--- src/smcwp_pkg.sv ---
// How it works
// - Opcode 06h sets the write enable latch.
// - Opcode 04h clears the write enable latch.
// - Decoder knows fifteen opcodes; others are invalid.
// - Opcode 0Bh decodes as fast read, valid up to 50 MHz.
// - Latch starts cleared after power-up.
// - Latch state reads as status bit 1.
// - Status write never sets the latch flag, only clears it.
// - Latch clears at select rise ending clear or write commands.
// - Clear latch blocks array and status writes.
// - Bits 0, 4, 5 read 0; bit 6 reads 1; none writable.
// - Bit 7 pin guard, bit 3 high and bit 2 low block guard.
// - Delivered status value is 40h.
// - Block guard bits persist across power loss.
// - Block guard field selects the protected address range.
// - Array writes depend on block guard and latch only.
// - Pin guard off means protect pin is ignored.
// - Pin guard on and pin low refuse status writes.
// - Bit 0 reads 0 except while waking from low power.
// - Select fall starts a command; first byte is the opcode.
// - Invalid opcode ignores input until next select fall.
// - Opcode 05h shifts status out, most significant bit first.
// - Opcode 01h updates pin guard and block guard bits.
package smcwp_pkg;

    // ------------------------------------------------------------
    // Opcodes
    // ------------------------------------------------------------
    localparam logic [7:0] OP_LATCH_SET = 8'h06;
    localparam logic [7:0] OP_LATCH_CLEAR = 8'h04;
    localparam logic [7:0] OP_STATUS_READ = 8'h05;
    localparam logic [7:0] OP_STATUS_WRITE = 8'h01;
    localparam logic [7:0] OP_ARRAY_WRITE = 8'h02;
    localparam logic [7:0] OP_ARRAY_READ = 8'h03;
    localparam logic [7:0] OP_FAST_READ = 8'h0B;
    localparam logic [7:0] OP_SS_WRITE = 8'h42;
    localparam logic [7:0] OP_SS_READ = 8'h4B;
    localparam logic [7:0] OP_DEV_ID_READ = 8'h9F;
    localparam logic [7:0] OP_UNIQUE_ID_READ = 8'h4C;
    localparam logic [7:0] OP_SN_WRITE = 8'hC2;
    localparam logic [7:0] OP_SN_READ = 8'hC3;
    localparam logic [7:0] OP_DEEP_SLEEP = 8'hBA;
    localparam logic [7:0] OP_HIBERNATE = 8'hB9;

    // ------------------------------------------------------------
    // Status register layout
    // ------------------------------------------------------------
    localparam int SR_BUSY_BIT = 0;
    localparam int SR_WEF_BIT = 1;
    localparam int SR_BGL_BIT = 2;
    localparam int SR_BGH_BIT = 3;
    localparam int SR_PGE_BIT = 7;
    localparam logic [7:0] SR_FIXED_MASK = 8'h71;
    localparam logic [7:0] SR_FIXED_VAL = 8'h40;
    localparam logic [7:0] SR_DELIVERED = 8'h40;

    // ------------------------------------------------------------
    // Array geometry and guarded ranges
    // ------------------------------------------------------------
    localparam int ADDR_W = 18;
    localparam logic [17:0] GUARD_QUARTER_BASE = 18'h30000;
    localparam logic [17:0] GUARD_HALF_BASE = 18'h20000;
    localparam logic [17:0] ARRAY_TOP = 18'h3FFFF;
    localparam logic [1:0] BG_NONE = 2'h0;
    localparam logic [1:0] BG_QUARTER = 2'h1;
    localparam logic [1:0] BG_HALF = 2'h2;
    localparam logic [1:0] BG_ALL = 2'h3;

    // ------------------------------------------------------------
    // Link timing
    // ------------------------------------------------------------
    localparam int FAST_READ_MAX_MHZ = 50;
    localparam int BYTE_BITS = 8;

    // ------------------------------------------------------------
    // Decoded command classes
    // ------------------------------------------------------------
    typedef enum logic [3:0] {
        CMD_NONE = 4'h0,
        CMD_LATCH_SET = 4'h1,
        CMD_LATCH_CLEAR = 4'h2,
        CMD_STATUS_READ = 4'h3,
        CMD_STATUS_WRITE = 4'h4,
        CMD_ARRAY_WRITE = 4'h5,
        CMD_READ_OTHER = 4'h6,
        CMD_FAST_READ = 4'h7,
        CMD_SS_WRITE = 4'h8,
        CMD_SN_WRITE = 4'h9,
        CMD_LOW_POWER = 4'hA,
        CMD_INVALID = 4'hB
    } smcwp_cmd_t;

    typedef enum logic [2:0] {
        ST_IDLE = 3'h0,
        ST_OPCODE = 3'h1,
        ST_DATA = 3'h2,
        ST_STATUS_OUT = 3'h3,
        ST_IGNORE = 3'h4
    } smcwp_state_t;

endpackage

--- src/smcwp_top.sv ---
`timescale 1ns/100ps
module smcwp_top (
    // Clock and reset
    input wire logic clk,
    input wire logic rstn,
    // Serial link pins
    input wire logic sck,
    input wire logic cs_n,
    input wire logic si,
    output logic so,
    output logic so_oe,
    // Protect pin, low means protect
    input wire logic wp_n,
    // Nonvolatile block guard store
    input wire logic [1:0] nv_block_guard,
    output logic [1:0] nv_block_guard_wr,
    output logic nv_block_guard_we,
    // Wake status from the low power logic
    input wire logic waking,
    // Array write request from the data path
    input wire logic array_wr_req,
    input wire logic [smcwp_pkg::ADDR_W-1:0] array_wr_addr,
    output logic array_wr_ok,
    // Decoded command view for the rest of the device
    output logic [3:0] cmd_class,
    output logic cmd_valid,
    output logic [7:0] status_view
);
    import smcwp_pkg::*;

    // ------------------------------------------------------------
    // Declarations
    // ------------------------------------------------------------
    logic [4:0] pins_sync;
    logic sck_s;
    logic cs_n_s;
    logic si_s;
    logic wp_n_s;
    logic waking_s;
    logic sck_prev_ff;
    logic cs_prev_ff;
    logic sck_rise;
    logic sck_fall;
    logic cs_fall;
    logic cs_rise;
    smcwp_state_t state_ff;
    smcwp_state_t nxt_state;
    smcwp_cmd_t cmd_ff;
    logic [7:0] shift_ff;
    logic [2:0] bit_cnt_ff;
    logic byte_done;
    logic [7:0] rx_byte;
    logic wef_ff;
    logic pge_ff;
    logic [1:0] bg_ff;
    logic nv_loaded_ff;
    logic sr_byte_ok_ff;
    logic [7:0] sr_data_ff;
    logic [7:0] status_now;
    logic [7:0] tx_ff;
    logic status_lock;
    // Idle pin levels: select and protect high, the rest low, so the
    // edge detectors see no select edge when reset is released.
    localparam logic [4:0] PINS_IDLE = 5'h0A;

    // ------------------------------------------------------------
    // Opcode decoder
    // ------------------------------------------------------------
    // Maps the fifteen known opcodes onto command classes; any
    // other value is reserved and decodes as invalid.
    function automatic smcwp_cmd_t decode_op(input logic [7:0] op);
        smcwp_cmd_t c;
        c = CMD_INVALID;
        case (op)
            OP_LATCH_SET: c = CMD_LATCH_SET;
            OP_LATCH_CLEAR: c = CMD_LATCH_CLEAR;
            OP_STATUS_READ: c = CMD_STATUS_READ;
            OP_STATUS_WRITE: c = CMD_STATUS_WRITE;
            OP_ARRAY_WRITE: c = CMD_ARRAY_WRITE;
            OP_ARRAY_READ: c = CMD_READ_OTHER;
            OP_FAST_READ: c = CMD_FAST_READ;
            OP_SS_WRITE: c = CMD_SS_WRITE;
            OP_SS_READ: c = CMD_READ_OTHER;
            OP_DEV_ID_READ: c = CMD_READ_OTHER;
            OP_UNIQUE_ID_READ: c = CMD_READ_OTHER;
            OP_SN_WRITE: c = CMD_SN_WRITE;
            OP_SN_READ: c = CMD_READ_OTHER;
            OP_DEEP_SLEEP: c = CMD_LOW_POWER;
            OP_HIBERNATE: c = CMD_LOW_POWER;
            default: c = CMD_INVALID;
        endcase
        return c;
    endfunction

    // True for commands whose select rise drops the latch.
    function automatic logic ends_write(input smcwp_cmd_t c);
        return (c == CMD_LATCH_CLEAR) || (c == CMD_STATUS_WRITE) ||
            (c == CMD_ARRAY_WRITE) || (c == CMD_SS_WRITE) ||
            (c == CMD_SN_WRITE);
    endfunction

    // ------------------------------------------------------------
    // Pin synchronisers
    // ------------------------------------------------------------
    // The serial clock is sampled like any other pin, so the link
    // must run well below a quarter of clk for edges to be seen.
    smcwp_sync #(
        .WIDTH(5),
        .RST_VAL(PINS_IDLE)
    ) u_sync (
        .clk(clk),
        .rstn(rstn),
        .async_in({waking, wp_n, si, cs_n, sck}),
        .sync_out(pins_sync)
    );

    assign sck_s = pins_sync[0];
    assign cs_n_s = pins_sync[1];
    assign si_s = pins_sync[2];
    assign wp_n_s = pins_sync[3];
    assign waking_s = pins_sync[4];

    // ------------------------------------------------------------
    // Edge detection
    // ------------------------------------------------------------
    always_ff @(posedge clk or negedge rstn)
    begin
        if (!rstn)
        begin
            sck_prev_ff <= 1'b0;
            cs_prev_ff <= 1'b1;
        end
        else
        begin
            sck_prev_ff <= sck_s;
            cs_prev_ff <= cs_n_s;
        end
    end

    assign sck_rise = sck_s & ~sck_prev_ff & ~cs_n_s;
    assign sck_fall = ~sck_s & sck_prev_ff & ~cs_n_s;
    assign cs_fall = cs_prev_ff & ~cs_n_s;
    assign cs_rise = ~cs_prev_ff & cs_n_s;

    // ------------------------------------------------------------
    // Receive shifter and bit counter
    // ------------------------------------------------------------
    // The counter restarts at every select fall, so a mode 3 idle
    // high clock costs nothing: only rising edges are counted.
    always_ff @(posedge clk or negedge rstn)
    begin
        if (!rstn)
        begin
            shift_ff <= 8'h00;
            bit_cnt_ff <= 3'h0;
        end
        else if (cs_fall)
        begin
            shift_ff <= 8'h00;
            bit_cnt_ff <= 3'h0;
        end
        else if (sck_rise)
        begin
            shift_ff <= {shift_ff[6:0], si_s};
            bit_cnt_ff <= bit_cnt_ff + 3'h1;
        end
    end

    assign byte_done = sck_rise && (bit_cnt_ff == 3'(BYTE_BITS - 1));
    assign rx_byte = {shift_ff[6:0], si_s};

    // ------------------------------------------------------------
    // Command state machine
    // ------------------------------------------------------------
    always_comb
    begin
        nxt_state = state_ff;
        case (state_ff)
            ST_IDLE:
                if (cs_fall)
                    nxt_state = ST_OPCODE;
            ST_OPCODE:
                if (cs_rise)
                    nxt_state = ST_IDLE;
                else if (byte_done)
                begin
                    if (decode_op(rx_byte) == CMD_STATUS_READ)
                        nxt_state = ST_STATUS_OUT;
                    else if (decode_op(rx_byte) == CMD_INVALID)
                        nxt_state = ST_IGNORE;
                    else
                        nxt_state = ST_DATA;
                end
            ST_DATA, ST_STATUS_OUT, ST_IGNORE:
                if (cs_rise)
                    nxt_state = ST_IDLE;
            default:
                nxt_state = ST_IDLE;
        endcase
    end

    always_ff @(posedge clk or negedge rstn)
    begin
        if (!rstn)
            state_ff <= ST_IDLE;
        else
            state_ff <= nxt_state;
    end

    // Holds the class of the one opcode taken in this select cycle.
    always_ff @(posedge clk or negedge rstn)
    begin
        if (!rstn)
        begin
            cmd_ff <= CMD_NONE;
            cmd_valid <= 1'b0;
        end
        else if (cs_fall)
        begin
            cmd_ff <= CMD_NONE;
            cmd_valid <= 1'b0;
        end
        else if (state_ff == ST_OPCODE && byte_done)
        begin
            cmd_ff <= decode_op(rx_byte);
            cmd_valid <= 1'b1;
        end
    end

    assign cmd_class = cmd_ff;

    // ------------------------------------------------------------
    // Status write data capture
    // ------------------------------------------------------------
    // Only the first full data byte counts; a short frame leaves
    // the ready flag low so nothing is written.
    always_ff @(posedge clk or negedge rstn)
    begin
        if (!rstn)
        begin
            sr_byte_ok_ff <= 1'b0;
            sr_data_ff <= 8'h00;
        end
        else if (cs_fall)
            sr_byte_ok_ff <= 1'b0;
        else if (state_ff == ST_DATA && cmd_ff == CMD_STATUS_WRITE &&
            byte_done && !sr_byte_ok_ff)
        begin
            sr_byte_ok_ff <= 1'b1;
            sr_data_ff <= rx_byte;
        end
    end

    // Status write is locked by a clear latch or by the pin guard
    // with the protect pin held low.
    assign status_lock = !wef_ff || (pge_ff && !wp_n_s);

    // ------------------------------------------------------------
    // Write enable latch
    // ------------------------------------------------------------
    always_ff @(posedge clk or negedge rstn)
    begin
        if (!rstn)
            wef_ff <= 1'b0;
        else if (cs_rise && state_ff == ST_DATA && ends_write(cmd_ff))
            wef_ff <= 1'b0;
        else if (cs_rise && state_ff == ST_DATA &&
            cmd_ff == CMD_LATCH_SET)
            wef_ff <= 1'b1;
    end

    // ------------------------------------------------------------
    // Pin guard and block guard bits
    // ------------------------------------------------------------
    // The block guard copy is loaded from the nonvolatile store once
    // after reset; the pin guard is volatile and returns to zero.
    always_ff @(posedge clk or negedge rstn)
    begin
        if (!rstn)
        begin
            pge_ff <= SR_DELIVERED[SR_PGE_BIT];
            bg_ff <= {SR_DELIVERED[SR_BGH_BIT], SR_DELIVERED[SR_BGL_BIT]};
            nv_loaded_ff <= 1'b0;
            nv_block_guard_wr <= 2'h0;
            nv_block_guard_we <= 1'b0;
        end
        else
        begin
            nv_block_guard_we <= 1'b0;
            if (!nv_loaded_ff)
            begin
                bg_ff <= nv_block_guard;
                nv_loaded_ff <= 1'b1;
            end
            else if (cs_rise && cmd_ff == CMD_STATUS_WRITE &&
                sr_byte_ok_ff && !status_lock)
            begin
                pge_ff <= sr_data_ff[SR_PGE_BIT];
                bg_ff <= {sr_data_ff[SR_BGH_BIT], sr_data_ff[SR_BGL_BIT]};
                nv_block_guard_wr <= {sr_data_ff[SR_BGH_BIT],
                    sr_data_ff[SR_BGL_BIT]};
                nv_block_guard_we <= 1'b1;
            end
        end
    end

    // ------------------------------------------------------------
    // Status register image
    // ------------------------------------------------------------
    // Fixed bits come from the constant image; the latch flag is
    // read-only here, so a status write never reaches it.
    always_comb
    begin
        status_now = SR_FIXED_VAL;
        status_now[SR_PGE_BIT] = pge_ff;
        status_now[SR_BGH_BIT] = bg_ff[1];
        status_now[SR_BGL_BIT] = bg_ff[0];
        status_now[SR_WEF_BIT] = wef_ff;
        status_now[SR_BUSY_BIT] = waking_s;
    end

    always_ff @(posedge clk or negedge rstn)
    begin
        if (!rstn)
            status_view <= SR_DELIVERED;
        else
            status_view <= status_now;
    end

    // ------------------------------------------------------------
    // Array write permission
    // ------------------------------------------------------------
    // Only the latch and block guard field decide; pin and pin
    // guard play no part in array writes.
    always_ff @(posedge clk or negedge rstn)
    begin
        if (!rstn)
            array_wr_ok <= 1'b0;
        else if (!array_wr_req || !wef_ff)
            array_wr_ok <= 1'b0;
        else
        begin
            case (bg_ff)
                BG_NONE: array_wr_ok <= 1'b1;
                BG_QUARTER: array_wr_ok <= array_wr_addr < GUARD_QUARTER_BASE;
                BG_HALF: array_wr_ok <= array_wr_addr < GUARD_HALF_BASE;
                BG_ALL: array_wr_ok <= 1'b0;
                default: array_wr_ok <= 1'b0;
            endcase
        end
    end

    // ------------------------------------------------------------
    // Serial output
    // ------------------------------------------------------------
    // The status byte is loaded when the opcode completes and shifted
    // on falling edges, repeating for as long as clocks arrive.
    always_ff @(posedge clk or negedge rstn)
    begin
        if (!rstn)
        begin
            tx_ff <= 8'h00;
            so <= 1'b0;
            so_oe <= 1'b0;
        end
        else if (cs_n_s || state_ff == ST_IGNORE)
        begin
            so <= 1'b0;
            so_oe <= 1'b0;
        end
        else if (state_ff == ST_OPCODE && byte_done &&
            decode_op(rx_byte) == CMD_STATUS_READ)
            tx_ff <= status_now;
        else if (state_ff == ST_STATUS_OUT && sck_fall)
        begin
            so <= tx_ff[7];
            so_oe <= 1'b1;
            tx_ff <= (bit_cnt_ff == 3'(BYTE_BITS - 1)) ? status_now :
                {tx_ff[6:0], 1'b0};
        end
    end

endmodule

--- src/smcwp_sync.sv ---
`timescale 1ns/100ps
module smcwp_sync #(
    parameter int WIDTH = 1,
    parameter logic [WIDTH-1:0] RST_VAL = '0
) (
    // Clock and reset
    input wire logic clk,
    input wire logic rstn,
    // Signals from outside the clock domain
    input wire logic [WIDTH-1:0] async_in,
    output logic [WIDTH-1:0] sync_out
);

    logic [WIDTH-1:0] meta_ff;

    // ------------------------------------------------------------
    // Two-stage synchroniser
    // ------------------------------------------------------------
    // The first stage feeds only the second, so a metastable value
    // never reaches logic.
    always_ff @(posedge clk or negedge rstn)
    begin
        if (!rstn)
        begin
            // Reset to each pin's idle level, so no false edge follows.
            meta_ff <= RST_VAL;
            sync_out <= RST_VAL;
        end
        else
        begin
            meta_ff <= async_in;
            sync_out <= meta_ff;
        end
    end

endmodule

--- config.mk ---
export PLATFORM = sky130hd
export DESIGN_NAME = smcwp_top
export DESIGN_NICKNAME = d
export VERILOG_FILES = /design/src/smcwp_pkg.sv /design/src/smcwp_top.sv /design/src/smcwp_sync.sv
export SDC_FILE = /design/constraint.sdc
export NUM_CORES = 1
export LEC_CHECK = 0
export CELL_PAD_IN_SITES_DETAIL_PLACEMENT = 0
export CELL_PAD_IN_SITES_GLOBAL_PLACEMENT = 1
export CORE_AREA = 5 5 92 94
export CTS_CLUSTER_DIAMETER = 100
export DETAILED_ROUTE_END_ITERATION = 10
export DIE_AREA = 0 0 97 99
export DONT_BUFFER_PORTS = 1
export PLACE_DENSITY_LB_ADDON = 0.3
export SYNTH_ARGS = -nofsm -noshare
export SYNTH_HDL_FRONTEND = slang
export SYNTH_HIERARCHICAL = 1
export SYNTH_SLANG_ARGS = --single-unit
--- constraint.sdc ---
create_clock -name clk -period 5 [get_ports clk]
set_clock_uncertainty 0.15 [all_clocks]
set_input_delay 0.25 -clock clk [delete_from_list [all_inputs] [get_ports clk]]
set_output_delay 0.25 -clock clk [all_outputs]
set_load 0.05 [all_outputs]
==> out/results.ini, run 1 <==
[placement]
place_ws_ps=2416
dp_hpwl_um=3389
place_congestion=0.7389
port_buffers=0
placedCellCount=334

[yosys]
ys_seq_area_share_pct=56.66
synth_cells=242
synth_cell_type_count=50
syn-cell-area_um2=2572
yosysWarnings=6
avgSynthCellArea_um2=10.63
ys_ff_latch=58
synth_edf_count=0
ys_async_sr_fraction_pct=100.0
synth_ff_type=dfrtp_1
yosys-top-cells-area=dfrtp_1, dfstp_2, a21oi_1
synth_top_area_share_pct=51.56
synth_area_leader_cell=dfrtp_1

[clocking]
cts-root-buf=clkbuf_8
clkTransAtPathRegs_ps=70
cts_hold_buf=10
cts_resized=0
clockBufferDepth=2
cts_sinks=58
cts_tree=built
h-tree-depth=3
cts_setup_buffers=0
clock_latency_ps=340
cts_buffers=9

[critical_path]
required_ps=5110
critPathCaptureType=register
path_max_fanout=16
cp_data_arrival_time_ps=2680
path_class=register to register
setup.worst_path.start_class=register

[pwr]
power.total_w=0.0009667
p_per_area_nw_per_um2=328.8
p_leak_nw=1.258
seq_power_share_pct=52.0
combPwrFrac_pct=4.8
power_frac_clock_pct=43.2
power.switching_w=0.0002384
p_int_w=0.0007283
vdd_drop_max_uv=101.3
switching_share_pct=24.66

[global_route]
grt-ovfl-total=0
track_usage_pct=11.67
grt_max_degree=59
grt_pass1_wl_um=8859
antenna_found_initial=0
grt_pass1_vias=1700

[floorplan]
core_um2=7567
fp.dieH_um=99
fp.dieW_um=97
initial_core_util_pct=33.99
io_pins=47
num_rows=32
die_area_um2=9603

[timing]
tightest_slew_ps=760.1
slew_violations=0
finalSetupTns_ps=0
max_freq_mhz=389.0
min_period_ps=2570
rsz0062_at_grt=false
setup_ws_ps=2430
fin_crit_sh_pct=51.41
setup_viol_count_final=0
slew_headroom_pct=49.10
hold_viol=0

[cells_and_area]
diodes=0
area_growth_pct=14.30
fin_cells=360
drive_gt1_share_pct=15.12
layout.nets=283

[routing]
vias=1770
routedWlPerCell_um=14.65
dr_wl_met2_um=2230
wirelength_um=5273
vias_per_cell=4.917
dr_wl_met3_um=266
dr.pass1.iters=4
drt_iter0_drc=87
detail-route-antenna-nets=0
wl_met1_um=2669
highest_layer=met4
drcViolationCount=0

[outcome]
status=completed

[run]
cap_violations=0

[min_path]
hold_path.class=primary input to register

==> layout by cell type, fill, tap and decap left out, types with 3 or more instances in the layout <==
| master | netlist | final |
|---|---|---|
| a21oi_1 | 22 | 22 |
| nand3b_1 | 8 | 8 |
| inv_1 | 8 | 8 |
| clkbuf_8 | 0 | 9 |
| o21ai_0 | 7 | 7 |
| nor2_1 | 21 | 21 |
| nand2_1 | 23 | 23 |
| nor4_1 | 3 | 3 |
| mux2i_1 | 7 | 7 |
| mux2_2 | 6 | 6 |
| nand4_1 | 3 | 3 |
| nor3b_1 | 3 | 3 |
| nor3_1 | 10 | 10 |
| dfrtp_1 | 53 | 53 |
| nand3_1 | 6 | 6 |
| o22ai_1 | 3 | 3 |
| dfstp_2 | 5 | 5 |
| nand2b_1 | 3 | 3 |
| xnor2_1 | 3 | 3 |
| dlygate4sd3_1 | 0 | 9 |
| conb_1 | 2 | 4 |
==> flip-flops by register name, indices dropped and copies added, names as in the netlist, 2 cells and up <==
| signal | cells |
|---|---|
| u_sync/meta_ff | 5 |
| tx_ff | 8 |
| sr_data_ff | 3 |
| bg_ff | 2 |
| cmd_class | 4 |
| nv_block_guard_wr | 2 |
| shift_ff | 7 |
| state_ff | 3 |
| bit_cnt_ff | 3 |
| u_sync/sync_out | 5 |
| status_view | 5 |
==> path summary, 6_finish.rpt <==
| kind | from | to | slack, ps | depth (start not counted) |
|---|---|---|---|---|
| setup / recovery | sck_prev_ff | tx_ff[0] | 2430 | 6 |
| hold / removal | array_wr_addr[17] | array_wr_ok | 20 | 2 |
| setup reg to reg | sck_prev_ff | tx_ff[0] | 2430 | 6 |
| hold reg to reg | u_sync/meta_ff[0] | u_sync/sync_out[0] | 200 | 0 |
| max in group asynchronous | rstn | cs_prev_ff | 4130 | 2 |
| min in group asynchronous | rstn | u_sync/meta_ff[4] | 290 | 2 |
==> power groups by stage <==
stage	clock network (W)	registers [W]	logic (W)
detailed placement	0	0.000511	0.0000292
global placement	0	0.000511	0.0000290
finish	0.000418	0.000503	0.0000461
floorplan	0	0.000504	0.0000302
global route	0.000459	0.000504	0.0000523
CTS	0.000433	0.000503	0.0000472
==> cells in the mapped netlist (2+ instances only) <==
master    count
nor3b_1       3
dfrtp_1      53
o21ai_0       7
nand2b_1      3
nor4_1        3
dfstp_2       5
nand3_1       6
buf_4         3
nor2b_1       2
xnor2_1       3
o21a_1        2
or3_1         2
a21oi_2       2
buf_2         2
conb_1        2
a21oi_1      22
mux2i_1       7
mux2_2        6
ha_1          2
nand2_1      23
o31ai_1       2
o22ai_1       3
nand4_1       3
nor2_2        2
clkbuf_1      6
inv_1         8
nand3b_1      8
nor2_1       21
nor3_1       10
==> logic make-up after synthesis <==
kind of cell | Yosys count | synth area share (%)
simple gates | 97 | 20.43
flops | 58 | 56.66
compound gates | 45 | 10.70
buf+inv | 21 | 4.231
mux | 13 | 5.350
xor+xnor | 4 | 1.362
fa+ha+maj | 2 | 0.9726
other cells | 2 | 0.2919
==> worst max-delay path, stage by stage, from the launching register on <==
cell,delay (ps)
dfrtp_1,400
nor3b_2,660
nand4_1,220
nor2_1,560
a21o_4,320
nand3_1,90
o21ai_0,90
==> through the flow <==
stage / hold WS (ps) / utilization [%] / cell area [µm²]
2_1_floorplan: -195.6 / - / 2580
3_3_place_gp: -193.5 / 34.84 / 2636
3_5_place_dp: -193.4 / 34.84 / 2636
4_1_cts: 1.894 / 38.86 / 2940
5_1_grt: 30.02 / 38.86 / 2940
6_report: 19.29 / 38.86 / 2940
==> routing by layer <==
| layer | up-vias | global-route usage [%] |
|---|---|---|
| met1 | 853 | 16.02 |
| met5 | - | 0 |
| li1 | 869 | - |
| met4 | 0 | 6.156 |
| met3 | 10 | 3.609 |
| met2 | 38 | 16.40 |
==> layout make-up <==
cell class                      instances  area (µm²)
Clock buffer                           11       131.4
Inverter                                8       30.03
Fill cell                             747        4627
Multi-Input combinational cell        165        1013
Clock inverter                          5       55.05
Sequential cell                        58        1458
Tap cell                              102       127.6
Timing Repair Buffer                   11       125.1
No activity file was read; power rests on OpenSTA's default activity.
==> inputs of run 2 (changes only) <==
- ABC_AREA: not set -> 1
- clock period: 5 -> 2.4 ns (I/O delays scaled with it)
==> out/results.ini, run 2 <==
[cells_and_area]
final_cell_mix=nand2_1, dfrtp_1, nor2_1, inv_1, nand3_1  ; was dfrtp_1, nand2_1, a21oi_1, nor2_1, nor3_1
fillers=758  ; was 747
diodes=0  ; unchanged
largest-register=tx_ff  ; unchanged
final_common_cell=nand2_1  ; was dfrtp_1
drive_gt1_share_pct=15.67  ; was 15.12%
largest_register_ffs=8  ; unchanged
layout.nets=344  ; was 283
area_growth_pct=17.60  ; was 14.30%
largestRegisters=tx_ff (8), shift_ff (7)  ; unchanged

[global_route]
antenna_found_initial=0  ; unchanged
track_usage_pct=12.45  ; was 11.67%
grt_pass1_wl_um=9487  ; was 8859 µm
grt-ovfl-total=0  ; unchanged
grt_max_degree=59  ; unchanged
grt_pass1_vias=1992  ; was 1,700

[pwr]
combPwrFrac_pct=8.5  ; was 4.8%
seq_power_share_pct=52.0  ; about the same
vdd_drop_max_uv=267.5  ; was 101.3 µV
p_leak_nw=1.422  ; was 1.258 nW
power_frac_clock_pct=39.5  ; was 43.2%
switching_share_pct=27.65  ; was 24.66%
p_per_area_nw_per_um2=677.5  ; was 328.8 nW/µm²
p_int_w=0.001484  ; was 0.0007283 W
power.switching_w=0.0005670  ; was 0.0002384 W

[placement]
dp_hpwl_um=3907  ; was 3389 µm
place_congestion=0.7774  ; was 0.7389
port_buffers=0  ; unchanged

[critical_path]
cp_data_arrival_time_ps=1960  ; was 2680 ps
required_ps=2530  ; was 5110 ps
path_max_fanout=7  ; was 16
setup.worst_path.start_class=register  ; unchanged
critPathCaptureType=register  ; unchanged
path_cells=ha_1 > ha_1 > inv_2 > nor2_2 > and2_4 > inv_1 > nor2_1 > o21ai_0 > nand2_1  ; was nor3b_2 > nand4_1 > nor2_1 > a21o_4 > nand3_1 > o21ai_0
cp_slowest_cell=dfrtp_1  ; was nor3b_2
path_class=register to register  ; unchanged
max_stage_delay_ps=370  ; was 660 ps
cp_common_cell=ha_1

[clocking]
cts_resized=0  ; unchanged
cts_sinks=58  ; unchanged
cts_setup_buffers=0  ; unchanged
cts_buffers=9  ; unchanged
clkTransAtPathRegs_ps=70  ; about the same
cts_hold_buf=11  ; was 10
cts-root-buf=clkbuf_8  ; unchanged
cts_tree=built  ; unchanged
clockBufferDepth=2  ; unchanged
h-tree-depth=3  ; unchanged
clock_latency_ps=340  ; about the same

[timing]
slew_violations=0  ; unchanged
min_period_ps=1834  ; was 2570 ps
fin_crit_sh_pct=76.40  ; was 51.41%
hold_viol=0  ; unchanged
setup_viol_count_final=0  ; unchanged
rsz0062_at_grt=false  ; unchanged
hold-worst-slack_ps=143.9  ; was 19.29 ps
finalSetupTns_ps=0  ; unchanged
max_freq_mhz=545.4  ; was 389.0 MHz

[yosys]
synth_ff_type=dfrtp_1  ; unchanged
yosysWarnings=6  ; unchanged
yosysMostFrequentCell=nand2_1  ; was dfrtp_1
synth_edf_count=0  ; unchanged
syn-cell-area_um2=2574  ; was 2572 µm²
synth_cell_type_count=39  ; was 50
ys_async_sr_fraction_pct=100.0  ; unchanged
ys_seq_area_share_pct=56.64  ; was 56.66%
yosys-top-cells-area=dfrtp_1, nand2_1, dfstp_2  ; was dfrtp_1, dfstp_2, a21oi_1
synth_area_leader_cell=dfrtp_1  ; unchanged
synth_top_area_share_pct=51.53  ; was 51.56%
avgSynthCellArea_um2=8.937  ; was 10.63 µm²
synth_cells=288  ; was 242
synth_common_cells=nand2_1, dfrtp_1, nor2_1, inv_1, nand3_1  ; was dfrtp_1, nand2_1, a21oi_1, nor2_1, nor3_1
ys_ff_latch=58  ; unchanged

[min_path]
hold_path.class=primary input to async pin  ; was primary input to register

[routing]
wirelength_um=5430  ; was 5273 µm
vias=1901  ; was 1,770
drcViolationCount=0  ; unchanged
dr.pass1.iters=4  ; unchanged
detail-route-antenna-nets=0  ; unchanged
vias_per_cell=4.515  ; was 4.917
routedWlPerCell_um=12.90  ; was 14.65 µm
drt_iter0_drc=67  ; was 87

[run]
cap_violations=0  ; unchanged

[floorplan]
die_area_um2=9603  ; unchanged
core_um2=7567  ; unchanged
fp.dieH_um=99  ; unchanged
initial_core_util_pct=34.01  ; was 33.99%
io_pins=47  ; unchanged
num_rows=32  ; unchanged
fp.dieW_um=97  ; unchanged

[outcome]
status=completed  ; unchanged

-- run 2: cell type report --
type	count	area [µm²]	area share, %
inverter	28	105.1	3.473
clock inverter	6	42.54	1.406
timing repair buffer	18	180.2	5.953
sequential	58	1458	48.16
clock buffer	10	137.6	4.547
multi-input combinational	199	975.9	32.24
tap	102	127.6	4.217
-- run 2: kinds of logic (layout without fill, tap and decap cells) --
logic type               after synthesis  after routing  synth area share [%]
AO/OA/AOI/OAI                         37             37                 8.896
adder cells (fa/ha/maj)                2              2                0.9721
other                                  2              4                0.2918
flip-flops                            58             58                 56.64
buffers and inverters                 33             62                 5.736
AND/OR/NAND/NOR                      156            156                 27.47
-- run 2: power by group through the flow --
stage               clock network (W)  logic (W)  registers [W]
floorplan                           0   0.000119        0.00108
global placement                    0   0.000137        0.00108
detailed placement                  0   0.000139        0.00109
CTS                          0.000845   0.000177        0.00107
global route                 0.000889   0.000205        0.00107
finish                       0.000810   0.000174        0.00107
-- run 2: metal layers --
metal	share of wire, %	wire length (µm)	up-vias	global-route usage [%]
li1	-	-	981	-
met1	46	2514	888	15.17
met2	48	2609	23	20.06
met3	3.8	205	9	4.246
met4	1.9	101	0	5.508
met5	0	0	-	0
-- run 2: worst max-delay path: cells and delay by family (launching register included) --
kind	cells	cell delay, ps
adder cells (fa/ha/maj)	2	330
flip-flops	1	370
AND/OR/NAND/NOR	4	650
AO/OA/AOI/OAI	1	140
buffers and inverters	2	140
-- run 2: final timing paths --
path | startpoint | endpoint | slack [ps] | cells past startpoint
max | bit_cnt_ff[0] | cmd_class[1] | 570 | 9
min | rstn | tx_ff[0] | 140 | 2
max reg2reg | bit_cnt_ff[0] | cmd_class[1] | 570 | 9
min reg2reg | u_sync/meta_ff[3] | u_sync/sync_out[3] | 190 | 0
max in group asynchronous | rstn | u_sync/meta_ff[3] | 1640 | 2
min in group clk | cs_n | u_sync/meta_ff[1] | 180 | 1
-- run 2: metrics by stage --
step / setup slack (ps) / instances / total power, W / utilization [%] / instance area [µm²]
6_report: 566.4 / 421 / 0.002051 / 40.00 / 3027
4_1_cts: 554.1 / 421 / 0.002090 / 40.00 / 3027
5_1_grt: 445.4 / 421 / 0.002166 / 40.00 / 3027
3_5_place_dp: 564.9 / 394 / 0.001225 / 35.93 / 2719
2_1_floorplan: 586.5 / 290 / 0.001195 / - / 2581
3_3_place_gp: 551.9 / 394 / 0.001221 / 35.93 / 2719
==> inputs of run 3 (changes only) <==
- clock period: 2.4 -> 1.5 ns (I/O delays scaled with it)
==> out/results.ini, run 3 (synthesis results as in run 2) <==
[outcome]
status=finished with violations  ; was completed
violations=negative hold slack, negative setup slack

[floorplan]
die_area_um2=9603  ; unchanged
core_um2=7567  ; unchanged
fp.dieH_um=99  ; unchanged
initial_core_util_pct=34.01  ; unchanged
io_pins=47  ; unchanged
fp.dieW_um=97  ; unchanged
num_rows=32  ; unchanged

[pwr]
p_leak_nw=1.808  ; was 1.422 nW
vdd_drop_max_uv=563.6  ; was 267.5 µV
power.total_w=0.003684  ; was 0.002051 W
p_per_area_nw_per_um2=962.7  ; was 677.5 nW/µm²

[critical_path]
cp_num_cells=9  ; unchanged
setup.worst_path.start_class=register  ; unchanged
r2r_start=bit_cnt_ff[0]  ; unchanged
cp_slowest_cell=dfrtp_1  ; unchanged
max_stage_delay_ps=380  ; was 370 ps
required_ps=1560  ; was 2530 ps
cp_common_cell=nor2_4  ; was ha_1
path_class=register to register  ; unchanged
path_max_fanout=4  ; was 7
critPathCaptureType=register  ; unchanged
r2r_end=cmd_class[2]  ; was cmd_class[1]
path_delay_family=flip-flops  ; was simple AND/OR/NAND/NOR gates
worstSetupEndpoint=cmd_class[2]  ; was cmd_class[1]
cp_data_arrival_time_ps=1720  ; was 1960 ps
crit_buf_inv=3  ; was 2
r2r_cells=9  ; unchanged
setup.worst_path.start=bit_cnt_ff[0]  ; unchanged
path_cells=ha_2 > ha_4 > inv_6 > nor2_4 > and2_4 > buf_12 > inv_4 > nor2_4 > a22o_1  ; was ha_1 > ha_1 > inv_2 > nor2_2 > and2_4 > inv_1 > nor2_1 > o21ai_0 > nand2_1
r2r_slack_ps=-160  ; was 570 ps

[routing]
vias=2168  ; was 1,901
drcViolationCount=0  ; unchanged
dr.pass1.iters=4  ; unchanged
drt_iter0_drc=80  ; was 67
wirelength_um=6213  ; was 5430 µm
routedWlPerCell_um=12.92  ; was 12.90 µm
vias_per_cell=4.507  ; was 4.515
detail-route-antenna-nets=0  ; unchanged

[cells_and_area]
layout.nets=405  ; was 344
final_util_pct=50.56  ; was 40.00%
area_growth_pct=48.66  ; was 17.60%
drive_gt1_share_pct=43.80  ; was 15.67%
finalInstanceArea_um2=3826  ; was 3027 µm²
diodes=0  ; unchanged
final_cell_mix=nand2_1, buf_4, dfrtp_1, inv_1, nor2_1  ; was nand2_1, dfrtp_1, nor2_1, inv_1, nand3_1
largest_register_ffs=8  ; unchanged
largestRegisters=tx_ff (8), shift_ff (7)  ; unchanged
largest-register=tx_ff  ; unchanged

[clocking]
cts_sinks=58  ; unchanged
clkTransAtPathRegs_ps=70  ; about the same
cts-root-buf=clkbuf_8  ; unchanged
clockBufferDepth=2  ; unchanged
clock_latency_ps=330  ; was 340 ps
cts_buffers=9  ; unchanged
cts_tree=built  ; unchanged
cts_hold_buf=10  ; was 11
h-tree-depth=3  ; unchanged

[timing]
max_freq_mhz=603.1  ; was 545.4 MHz
fin_crit_sh_pct=110.5  ; was 76.40%
min_period_ps=1658  ; was 1834 ps
hold_viol=58  ; was 0
setup_ws_ps=-158.0  ; was 566.4 ps
hold-worst-slack_ps=-720.8  ; was 143.9 ps
setup_viol_count_final=27  ; was 0
rsz0062_at_grt=true  ; was false
slew_violations=0  ; unchanged

[run]
cap_violations=0  ; unchanged

[placement]
place_congestion=0.7903  ; was 0.7774
port_buffers=0  ; unchanged
place_area_um2=3157  ; was 2719 µm²
dp_hpwl_um=4337  ; was 3907 µm
place_ws_ps=-247.9  ; was 564.9 ps

[global_route]
grt_max_degree=59  ; unchanged
track_usage_pct=13.50  ; was 12.45%
grt-ovfl-total=0  ; unchanged
grt_pass1_vias=2140  ; was 1,992
grt_pass1_wl_um=10390  ; was 9487 µm
antenna_found_initial=0  ; unchanged

[min_path]
hold_path.class=primary input to async pin  ; unchanged

## run 3: cell types whose count changed in the layout (fill, tap and decap cells not counted), moves of 7 or more
cell     previous run  this run
buf_4               7        57
nand2_1            75        57
nor2_1             33        18
nand2_2             3        17
o21ai_0            16         2
o21ai_1             2        13
buf_6               0        10
nor2_2              3        11
nand3_1            23        16
nor2_4              1         8
## run 3: metrics by stage
step	setup TNS [ps]	instances
2_1_floorplan	-2053	290
3_3_place_gp	-3207	447
4_1_cts	-2645	478
5_1_grt	-4761	481
3_5_place_dp	-3752	447
6_report	-2788	481
## run 3: per-layer routing
metal | GRT usage, % | vias to the layer above | share of wire, %
li1 | - | 1112 | -
met1 | 17.53 | 1032 | 46
met2 | 21.87 | 18 | 51
met3 | 2.831 | 6 | 1.9
met4 | 5.832 | 0 | 1.6
met5 | 0 | - | 0
## run 3: worst min-delay path by stage
stage | endpoint | depth (start not counted) | from | slack (ps)
after floorplan | array_wr_ok | 0 | rstn | -370
after global placement | nv_block_guard_wr[0] | 0 | rstn | -370
after detailed placement | nv_block_guard_wr[0] | 0 | rstn | -370
after CTS | nv_block_guard_wr[0] | 0 | rstn | -740
after global routing | bg_ff[1] | 0 | rstn | -740
final | bg_ff[1] | 0 | rstn | -720
## run 3: final cells by class
type / instances / area [µm²]
timing repair buffer: 78 / 660.6
inverter: 28 / 115.1
sequential: 58 / 1465
clock buffer: 9 / 123.9
fill: 702 / 3741
tap: 102 / 127.6
multi-input combinational: 200 / 1251
clock inverter: 6 / 82.58
## run 3: report_power, final
part	total [W]	leakage, nW	switching, W	internal, W
registers	0.00170	0.751	0.0000712	0.00163
clock network	0.00154	0.105	0.000624	0.000917
logic	0.000439	0.952	0.000223	0.000216
## run 3: timing repair
action,4_1_cts,5_1_grt
endpoints found under the setup margin,32,37
gates cloned,1,0
resized for setup,42,51
endpoints found under the hold margin,66,58
buffers inserted,5,5
pin swaps,20,18
## run 3: worst register-to-register path: cells and delay by family (launching register included)
family / cells / cell delay (ps)
AO/OA/AOI/OAI: 1 / 170
flip-flops: 1 / 380
buffers and inverters: 3 / 230
adder cells (fa/ha/maj): 2 / 380
AND/OR/NAND/NOR: 3 / 230
